`src/rtl/lcg_params.svh`:
```
// Register offsets, field positions and reset values of the gate-4 select block
`ifndef LCG_PARAMS_SVH
`define LCG_PARAMS_SVH

// Byte addresses on the APB bus
`define LCG_OFS_SEL_CELL1   12'h000
`define LCG_OFS_SEL_CELL2   12'h004
`define LCG_OFS_MIRROR      12'h008

// Field positions in gate4_input_select
`define LCG_G4_IN4_TRUE     7
`define LCG_G4_IN4_NEG      6
`define LCG_G4_IN3_TRUE     5
`define LCG_G4_IN3_NEG      4
`define LCG_G4_IN2_TRUE     3
`define LCG_G4_IN2_NEG      2
`define LCG_G4_IN1_TRUE     1
`define LCG_G4_IN1_NEG      0

// Field positions in cell_output_mirror
`define LCG_CELL2_OUT_MIRROR 1
`define LCG_CELL1_OUT_MIRROR 0

// Reset values
`define LCG_SEL_RESET       8'h00
`define LCG_MIRROR_RESET    8'h00

`endif

```
`src/rtl/lcg_pkg.sv`:
```
// Types and address decode shared by the gate-4 select block
`include "lcg_params.svh"
package lcg_pkg;
    typedef logic [7:0]  lcg_byte_t;
    typedef logic [11:0] lcg_addr_t;
    typedef enum logic [1:0] {LCG_REG_SEL1, LCG_REG_SEL2, LCG_REG_MIRROR, LCG_REG_NONE} lcg_reg_t;

    // Word-aligned decode; any other address is unmapped
    function automatic lcg_reg_t lcg_decode(input lcg_addr_t addr);
        lcg_reg_t r;
        r = LCG_REG_NONE;
        if (addr == `LCG_OFS_SEL_CELL1) r = LCG_REG_SEL1;
        if (addr == `LCG_OFS_SEL_CELL2) r = LCG_REG_SEL2;
        if (addr == `LCG_OFS_MIRROR)    r = LCG_REG_MIRROR;
        return r;
    endfunction : lcg_decode
endpackage : lcg_pkg

```
`src/rtl/lcg_reg_if.sv`:
```
// Register access signals between the APB slave and the register file
`timescale 1ns/1ns
interface lcg_reg_if;
    lcg_pkg::lcg_addr_t addr;
    logic [31:0]        wdata;
    logic               wr;
    logic [31:0]        rdata;
    logic               err;

    modport slave (output addr, output wdata, output wr, input rdata, input err);
    modport regs  (input addr, input wdata, input wr, output rdata, output err);
endinterface : lcg_reg_if

```
`src/rtl/lcg_gate4.sv`:
```
// Gate-4 data gating for one logic cell, registered output
`timescale 1ns/1ns
`include "lcg_params.svh"
module lcg_gate4 (
    input  wire logic           clk,
    input  wire logic           rst,
    input  wire logic [3:0]     data_in,
    input  lcg_pkg::lcg_byte_t  sel,
    output logic                gate4_out
);
    logic next_gate4_out;

    // OR of every selected true or negated data form
    always_comb begin
        next_gate4_out = 1'b0;
        next_gate4_out |= sel[`LCG_G4_IN4_TRUE] & data_in[3];
        next_gate4_out |= sel[`LCG_G4_IN4_NEG] & ~data_in[3];
        next_gate4_out |= sel[`LCG_G4_IN3_TRUE] & data_in[2];
        next_gate4_out |= sel[`LCG_G4_IN3_NEG] & ~data_in[2];
        next_gate4_out |= sel[`LCG_G4_IN2_TRUE] & data_in[1];
        next_gate4_out |= sel[`LCG_G4_IN2_NEG] & ~data_in[1];
        next_gate4_out |= sel[`LCG_G4_IN1_TRUE] & data_in[0];
        next_gate4_out |= sel[`LCG_G4_IN1_NEG] & ~data_in[0];
    end

    // Registered so the top output comes from a flop
    always_ff @(posedge clk or posedge rst) begin
        if (rst) begin
            gate4_out <= 1'b0;
        end else begin
            gate4_out <= next_gate4_out;
        end
    end
endmodule : lcg_gate4

```
`src/rtl/lcg_apb_slave.sv`:
```
// APB slave: no wait state, registered answer
`timescale 1ns/1ns
module lcg_apb_slave (
    input  wire logic         clk,
    input  wire logic         rst,
    input  wire logic         psel,
    input  wire logic         penable,
    input  wire logic         pwrite,
    input  wire logic [11:0]  paddr,
    input  wire logic [31:0]  pwdata,
    output logic              pready,
    output logic [31:0]       prdata,
    output logic              pslverr,
    lcg_reg_if.slave          bus
);
    logic setup;

    // Setup phase seen only once per transfer
    assign setup     = psel & ~penable;
    assign bus.addr  = paddr;
    assign bus.wdata = pwdata;
    // Write lands on the edge that completes the access
    assign bus.wr    = psel & penable & pwrite & pready;

    // Answer prepared in setup so every output is a flop
    always_ff @(posedge clk or posedge rst) begin
        if (rst) begin
            pready  <= 1'b0;
            prdata  <= 32'h0000_0000;
            pslverr <= 1'b0;
        end else if (setup) begin
            pready  <= 1'b1;
            prdata  <= pwrite ? 32'h0000_0000 : bus.rdata;
            pslverr <= bus.err;
        end else begin
            pready  <= 1'b0;
            prdata  <= 32'h0000_0000;
            pslverr <= 1'b0;
        end
    end
endmodule : lcg_apb_slave

```
`src/rtl/lcg_top.sv`:
```
// Gate-4 input selection for two logic cells and the cell output mirror register
//
// How it works
// - Data 4 select bits gate true/negated form
// - Data 3 select bits gate true/negated form
// - Data 2 select bits gate true/negated form
// - Data 1 select bits gate true/negated form
// - Gate-4 select register is software read/write
// - Mirror bit 1 follows cell 2 output
// - Mirror bit 0 follows cell 1 output
// - Mirror bits 7..2 always read zero
//
// Implementation choices: the placing of the registers and the APB register port.
`timescale 1ns/1ns
`include "lcg_params.svh"
module lcg_top (
    input  wire logic         CLK,
    input  wire logic         RST,
    input  wire logic         PSEL,
    input  wire logic         PENABLE,
    input  wire logic         PWRITE,
    input  wire logic [11:0]  PADDR,
    input  wire logic [31:0]  PWDATA,
    output logic              PREADY,
    output logic [31:0]       PRDATA,
    output logic              PSLVERR,
    input  wire logic [3:0]   CELL1_DATA,
    input  wire logic [3:0]   CELL2_DATA,
    input  wire logic         CELL1_OUTPUT,
    input  wire logic         CELL2_OUTPUT,
    output logic [1:0]        GATE4_OUT
);
    lcg_reg_if                bus ();
    lcg_pkg::lcg_byte_t       gate4_input_select [2];
    lcg_pkg::lcg_byte_t       cell_output_mirror;
    lcg_pkg::lcg_reg_t        wr_reg;
    lcg_pkg::lcg_reg_t        rd_reg;
    logic [3:0]               cell_data [2];

    assign cell_data[0] = CELL1_DATA;
    assign cell_data[1] = CELL2_DATA;

    lcg_apb_slave u_apb (
        .clk     (CLK),
        .rst     (RST),
        .psel    (PSEL),
        .penable (PENABLE),
        .pwrite  (PWRITE),
        .paddr   (PADDR),
        .pwdata  (PWDATA),
        .pready  (PREADY),
        .prdata  (PRDATA),
        .pslverr (PSLVERR),
        .bus     (bus.slave)
    );

    assign wr_reg = lcg_pkg::lcg_decode(bus.addr);
    assign rd_reg = lcg_pkg::lcg_decode(bus.addr);

    // Select registers; reset to a known value rather than left undefined
    always_ff @(posedge CLK or posedge RST) begin
        if (RST) begin
            gate4_input_select[0] <= `LCG_SEL_RESET;
            gate4_input_select[1] <= `LCG_SEL_RESET;
        end else if (bus.wr) begin
            if (wr_reg == lcg_pkg::LCG_REG_SEL1) begin
                gate4_input_select[0] <= bus.wdata[7:0];
            end
            if (wr_reg == lcg_pkg::LCG_REG_SEL2) begin
                gate4_input_select[1] <= bus.wdata[7:0];
            end
        end
    end

    // Mirror sampled every clock; bus writes never reach it
    always_ff @(posedge CLK or posedge RST) begin
        if (RST) begin
            cell_output_mirror <= `LCG_MIRROR_RESET;
        end else begin
            cell_output_mirror <= `LCG_MIRROR_RESET;
            cell_output_mirror[`LCG_CELL2_OUT_MIRROR] <= CELL2_OUTPUT;
            cell_output_mirror[`LCG_CELL1_OUT_MIRROR] <= CELL1_OUTPUT;
        end
    end

    // Read mux; upper bits of every word read zero
    always_comb begin
        bus.rdata = 32'h0000_0000;
        bus.err   = 1'b0;
        unique case (rd_reg)
            lcg_pkg::LCG_REG_SEL1:   bus.rdata[7:0] = gate4_input_select[0];
            lcg_pkg::LCG_REG_SEL2:   bus.rdata[7:0] = gate4_input_select[1];
            lcg_pkg::LCG_REG_MIRROR: bus.rdata[7:0] = cell_output_mirror;
            lcg_pkg::LCG_REG_NONE:   bus.err        = 1'b1;
        endcase
    end

    // One gate-4 stage per cell
    for (genvar c = 0; c < 2; c++) begin : g_cell
        lcg_gate4 u_gate4 (
            .clk       (CLK),
            .rst       (RST),
            .data_in   (cell_data[c]),
            .sel       (gate4_input_select[c]),
            .gate4_out (GATE4_OUT[c])
        );
    end
endmodule : lcg_top

```
`config.mk`:
```
export PLATFORM = sky130hd
export DESIGN_NAME = lcg_top
export DESIGN_NICKNAME = d
export VERILOG_FILES = /design/src/rtl/lcg_pkg.sv /design/src/rtl/lcg_reg_if.sv /design/src/rtl/lcg_gate4.sv /design/src/rtl/lcg_apb_slave.sv /design/src/rtl/lcg_top.sv
export VERILOG_INCLUDE_DIRS = /design/src /design/src/rtl
export SDC_FILE = /design/constraint.sdc
export NUM_CORES = 1
export LEC_CHECK = 0
export ABC_AREA = 1
export BUFFER_PORTS_ARGS = -buffer_cell sky130_fd_sc_hd__clkbuf_2
export CAP_MARGIN = 20
export CORE_MARGIN = 5
export CORE_UTILIZATION = 40
export CTS_CLUSTER_DIAMETER = 40
export DETAILED_ROUTE_END_ITERATION = 7
export GPL_TIMING_DRIVEN = 1
export PLACE_DENSITY = 0.68
export SLEW_MARGIN = 25
export SYNTH_ARGS = -nofsm -noshare
export SYNTH_HDL_FRONTEND = slang
export SYNTH_HIERARCHICAL = 1
export SYNTH_SLANG_ARGS = --single-unit
```
`constraint.sdc`:
```
create_clock -name CLK -period 2.07 [get_ports CLK]
set_clock_uncertainty 0.15 [all_clocks]
set_input_delay 0.1035 -clock CLK [delete_from_list [all_inputs] [get_ports CLK]]
set_output_delay 0.1035 -clock CLK [all_outputs]
set_load 0.02 [all_outputs]
```
==> summary.txt, run 1 <==
Outcome
  • Status: complete, but fails checks
  • Failing checks: negative hold slack

Hold path
  • Min-Delay Path Class: in -> reg

GRT
  • Initial antenna violation count: 0
  • Vias in the first global route: 1856
  • GRT overflow: 0
  • Largest net degree at the start of global routing: 35
  • GRT Util Overall: 0.137
  • First-pass GRT wire length: 8450 um

Drt
  • Vias after detailed routing: 1962
  • Initial DRC Count: 47
  • Via-to-Cell Ratio: 4.24
  • Drt pass-1 iters: 4
  • DRC: 0
  • Detail Route Antenna Nets: 0
  • WL per Instance: 10.6 um
  • Post-Route WL: 4900 um

Die
  • Initial cell density of the core: 0.404
  • Io pins: 95
  • Chip width: 89.4 um
  • Die area: 8000 sq um
  • Core ar.: 6240 sq um
  • Die H: 89.4 um
  • Site row count: 29

Cells and area
  • Most frequent cells in the layout: nand2_1, clkbuf_2, dfrtp_1, nor2_1, conb_1
  • Share of cells above drive strength 1: 0.259
  • Syn-to-layout area delta: 23.1%
  • Final Net Count: 444
  • Filler instances: 628
  • Most common cell after layout, fill and taps aside: nand2_1
  • ANT cells: 0

STA
  • Max Transition Viols Final: 0
  • Hold Slack: -0.0172 ns
  • RSZ-0062 raised after global routing: false
  • Fmax achieved: 0.657 GHz
  • Relative slew slack: 0.554
  • Final min period: 1.52 ns
  • Final Hold Vio Count: 1
  • Slew @ Worst Pin: 0.668 ns
  • Final Setup Violations: 0
  • Setup TNS: 0 ns
  • Period utilization: 0.735

Critical path
  • Worst Path Required: 2.11 ns
  • Critical Path Source Type: register
  • Setup CP Type: reg -> reg
  • Crit-path max FO: 3
  • Critical path endpoint category: register
  • Worst Path Arrival: 1.56 ns

Yosys
  • Yosys warns: 6
  • Synthesized cell area: 2520 sq um
  • Synthesized area per cell: 8.55 sq um
  • Syn Inst Count: 295

Placement
  • Gp weighted congestion: 0.775
  • Port bufs: 70
  • Hpwl dp: 3610 um

Power and ir drop
  • Clock power share: 0.319
  • Flop pwr share: 0.579
  • Switching share of total power: 0.240
  • Total power per unit cell area: 599 nW/um^2
  • Leak Pwr: 1.76 nW
  • Int Power: 1.41 mW
  • Total chip power: 1.86 mW
  • Max rail drop VDD: 0.330 mV
  • Comb power frac: 0.103
  • Sw power: 447 uW

Clocking
  • Max Root-Sink Buffers: 2
  • H-tree Lvls: 2
  • Inserted Clock Buffers: 5
  • CTS tree: yes
  • Clock transition at the registers of the reported paths: 0.09 ns
  • Clock Latency Late Sink: 0.30 ns
  • TritonCTS Sinks: 54
  • CTS root buf: clkbuf_8

Flow run
  • Maxcap violations: 0
final cells by class:
class	instances	area, sq um	share of cell area
Inverter	20	75.1	0.0242
Multi-Input combinational cell	213	947	0.305
Clock buffer	7	86.3	0.0278
Tap cell	77	96.3	0.0310
Sequential cell	54	1350	0.435
Clock inverter	1	5.00	0.00161
Timing Repair Buffer	91	546	0.176
what timing repair did:
action / CTS / global route
setup buffers: 0 / 2
gates resized for setup: 0 / 1
setup endpoints to repair: 0 / 2
endpoints found under the hold margin: 74 / 0
hold buffers: 17 / 0
state kept, by name, indices dropped and copies added (netlist names):
register and cells:
u_apb/prdata 32, gate4_input_select 16, cell_output_mirror 2, u_apb/pready 1
g_cell.u_gate4/gate4_out 2, u_apb/pslverr 1
critical path, cell delays in order (launching register included):
cell           delay [ns]
dfrtp_1              0.41
nor2_1               0.11
nor2_1               0.06
nor2_2               0.09
nand2_1              0.05
dlygate4sd3_1        0.54
worst paths after layout:
kind | to | cells past startpoint | slack [ns] | start
max | g_cell[0].u_gate4/gate4_out$_DFF_PP0_ | 5 | 0.55 | gate4_input_select[9]$_DFFE_PP0P_
min | g_cell[1].u_gate4/gate4_out$_DFF_PP0_ | 5 | -0.02 | CELL2_DATA[3]
max reg2reg | g_cell[0].u_gate4/gate4_out$_DFF_PP0_ | 5 | 0.55 | gate4_input_select[9]$_DFFE_PP0P_
min reg2reg | gate4_input_select[7]$_DFFE_PP0P_ | 2 | 0.35 | gate4_input_select[7]$_DFFE_PP0P_
max in group asynchronous | gate4_input_select[6]$_DFFE_PP0P_ | 3 | 1.02 | RST
min in group asynchronous | g_cell[0].u_gate4/gate4_out$_DFF_PP0_ | 3 | 0.06 | RST
routing by layer:
metal  vias to the layer above  wire length (um)  GRT usage
met4                         0                54     0.0406
met5                         -                 0          0
met1                       850              2080      0.158
li1                       1051                 -          -
met3                         5               355     0.0359
met2                        56              2410      0.246
power groups by stage:
stage	Sequential (mW)	Clock (mW)	Combinational [mW]
3_3_place_gp	1.10	0	0.168
5_1_grt	1.08	0.655	0.220
2_1_floorplan	1.12	0	0.119
3_5_place_dp	1.10	0	0.172
6_report	1.08	0.592	0.191
4_1_cts	1.08	0.619	0.194
stage by stage:
step                hold WS (ns)  instances   util  instance area (sq um)  setup WS, ns
floorplan                 -0.318        318      -                   2610         0.596
global placement          -0.179        438  0.457                   2850         0.659
global route              0.0313        463  0.498                   3110         0.470
finish                   -0.0172        463  0.498                   3110         0.548
CTS                       0.0332        463  0.499                   3110        0.0246
detailed placement        -0.176        438  0.457                   2850         0.640
(Power assumes the default switching activity.)
==> run 2: changes to the inputs <==
--- a/config.mk
+++ b/config.mk
@@ -14,7 +14,7 @@
 export CTS_CLUSTER_DIAMETER = 40
 export DETAILED_ROUTE_END_ITERATION = 7
 export GPL_TIMING_DRIVEN = 1
-export PLACE_DENSITY = 0.68
+export PLACE_DENSITY = 0.71
 export SLEW_MARGIN = 25
 export SYNTH_ARGS = -nofsm -noshare
 export SYNTH_HDL_FRONTEND = slang
==> constraint.sdc (replaced) <==
create_clock -name CLK -period 1.34 [get_ports CLK]
set_clock_uncertainty 0.15 [all_clocks]
set_input_delay 0.067 -clock CLK [delete_from_list [all_inputs] [get_ports CLK]]
set_output_delay 0.067 -clock CLK [all_outputs]
set_load 0.02 [all_outputs]
==> run 2 against run 1 <==
Effect of this change:
- the flow still finishes with violations (negative hold slack)
- die area unchanged
- worst setup slack worse by 0.47 ns
- design area up 3.7%
- combinational power up 67%
- clock power up 49%
- core utilization up 1.9 points
- cell count up 1.7%
- non-clock buffer count up 9
- highest routed layer unchanged
==> summary.txt, run 2 (synthesis results as in run 1) <==
Drt
  • Detail Route Antenna Nets: 0 (unchanged)
  • Via-to-Cell Ratio: 4.33 (was 4.24)
  • Drt pass-1 iters: 4 (unchanged)
  • Initial DRC Count: 63 (was 47)
  • WL per Instance: 10.8 um (was 10.6 um)
  • Post-Route WL: 5070 um (was 4900 um)
  • DRC: 0 (unchanged)
  • Vias after detailed routing: 2041 (was 1962)

GRT
  • Vias in the first global route: 1923 (was 1856)
  • First-pass GRT wire length: 8600 um (was 8450 um)
  • GRT overflow: 0 (unchanged)
  • Initial antenna violation count: 0 (unchanged)
  • GRT Util Overall: 0.140 (was 0.137)
  • Largest net degree at the start of global routing: 35 (unchanged)

Die
  • Die H: 89.4 um (unchanged)
  • Io pins: 95 (unchanged)
  • Initial cell density of the core: 0.404 (unchanged)
  • Die area: 8000 sq um (unchanged)
  • Chip width: 89.4 um (unchanged)
  • Core ar.: 6240 sq um (unchanged)
  • Site row count: 29 (unchanged)

Clocking
  • Clock Latency Late Sink: 0.30 ns (about the same)
  • Clock transition at the registers of the reported paths: 0.09 ns (about the same)
  • Max Root-Sink Buffers: 2 (unchanged)
  • H-tree Lvls: 2 (unchanged)
  • Inserted Clock Buffers: 5 (unchanged)
  • Post-CTS setup buffers: 0 (unchanged)
  • CTS root buf: clkbuf_8 (unchanged)
  • CTS tree: yes (unchanged)
  • TritonCTS Sinks: 54 (unchanged)

Critical path
  • Crit-path max FO: 16 (was 3)
  • Critical path endpoint category: register (unchanged)
  • Critical Path Source Type: register (unchanged)
  • Worst Path Required: 1.44 ns (was 2.11 ns)
  • Setup CP Type: reg -> reg (unchanged)
  • Worst Path Arrival: 1.36 ns (was 1.56 ns)
  • Reg-to-reg slack, setup: 0.08 ns (was 0.55 ns)

STA
  • Fmax achieved: 0.795 GHz (was 0.657 GHz)
  • Final Setup Violations: 0 (unchanged)
  • RSZ-0062 raised after global routing: false (unchanged)
  • Hold Slack: -0.000294 ns (was -0.0172 ns)
  • Max Transition Viols Final: 0 (unchanged)
  • Final Hold Vio Count: 1 (unchanged)
  • Setup TNS: 0 ns (unchanged)
  • Final min period: 1.26 ns (was 1.52 ns)
  • Period utilization: 0.939 (was 0.735)

Cells and area
  • Max FFs per register: 32 (unchanged)
  • Cell area after layout: 3220 sq um (was 3110 sq um)
  • Largest regs: u_apb/prdata (32), gate4_input_select (16) (unchanged)
  • Biggest register: u_apb/prdata (unchanged)
  • Final Net Count: 453 (was 444)
  • Share of cells above drive strength 1: 0.269 (was 0.259)
  • Most common cell after layout, fill and taps aside: nand2_1 (unchanged)
  • Syn-to-layout area delta: 27.7% (was 23.1%)
  • Most frequent cells in the layout: nand2_1, clkbuf_2, dfrtp_1, nor2_1, conb_1 (unchanged)
  • ANT cells: 0 (unchanged)

Power and ir drop
  • Total power per unit cell area: 889 nW/um^2 (was 599 nW/um^2)
  • Leak Pwr: 1.80 nW (was 1.76 nW)
  • Total chip power: 2.87 mW (was 1.86 mW)
  • Max rail drop VDD: 0.589 mV (was 0.330 mV)

Outcome
  • Status: complete, but fails checks (unchanged)
  • Failing checks: negative hold slack (unchanged)

Hold path
  • Min-Delay Path Class: in -> reg (unchanged)

Placement
  • Gp weighted congestion: 0.841 (was 0.775)
  • Hpwl dp: 3820 um (was 3610 um)
  • DP Area: 2940 sq um (was 2850 sq um)
  • Port bufs: 70 (unchanged)

Flow run
  • Maxcap violations: 0 (unchanged)
run 2: cell count changes in the layout (fill, tap and decap cells not counted), moves of 2 or more:
cell	previous run	this run
dlygate4sd3_1	15	19
buf_4	6	8
buf_12	0	3
clkinvlp_4	0	2
run 2: final cells by class:
cell class / count / area, sq um
sequential: 54 / 1350
inverter: 20 / 75.1
clock inverter: 2 / 15.0
timing repair buffer: 100 / 661
tap: 77 / 96.3
clock buffer: 5 / 68.8
fill: 607 / 3020
multi-input combinational: 213 / 955
run 2: stage by stage:
step	std cells	setup WS [ns]	utilization
finish	471	0.0820	0.516
global route	471	0.00121	0.516
CTS	471	0.0421	0.515
detailed placement	445	-0.000158	0.471
global placement	445	0.0491	0.471
floorplan	318	0.0111	-
run 2: final timing paths:
path                            cells past startpoint                              start                                    end
max in group asynchronous                           4                                RST                 u_apb/pready$_DFF_PP0_
worst max-delay path                                6             u_apb/pready$_DFF_PP0_      gate4_input_select[0]$_DFFE_PP0P_
worst min-delay path                                5                      CELL2_DATA[0]  g_cell[1].u_gate4/gate4_out$_DFF_PP0_
worst max register to register                      6             u_apb/pready$_DFF_PP0_      gate4_input_select[0]$_DFFE_PP0P_
min in group asynchronous                           3                                RST  g_cell[0].u_gate4/gate4_out$_DFF_PP0_
worst min register to register                      2  gate4_input_select[6]$_DFFE_PP0P_      gate4_input_select[6]$_DFFE_PP0P_
run 2: power by group:
part	total, mW	internal, mW	switching [mW]
Clock	0.883	0.358	0.526
Sequential	1.66	1.66	0.00751
Combinational	0.319	0.129	0.190
Total	2.87	2.14	0.723
run 2: repair_timing:
item,CTS,global route
hold endpoints to repair,83,0
setup endpoints to repair,0,8
resized for setup,0,1
hold buffers,19,0
run 2: worst max-delay path, cell delays in order (launching register included):
cell and delay [ns]:
dfrtp_2 0.37, nand2_1 0.05, nor2_1 0.11, buf_4 0.18, buf_12 0.14, nand4_1 0.11, nand2_1 0.08
run 2: metal layers:
layer / track usage / wire length, um / vias to the layer above
met5: 0 / 0 / -
met4: 0.0487 / 68 / 0
met3: 0.0276 / 320 / 8
met2: 0.243 / 2520 / 53
met1: 0.173 / 2160 / 914
li1: - / - / 1066
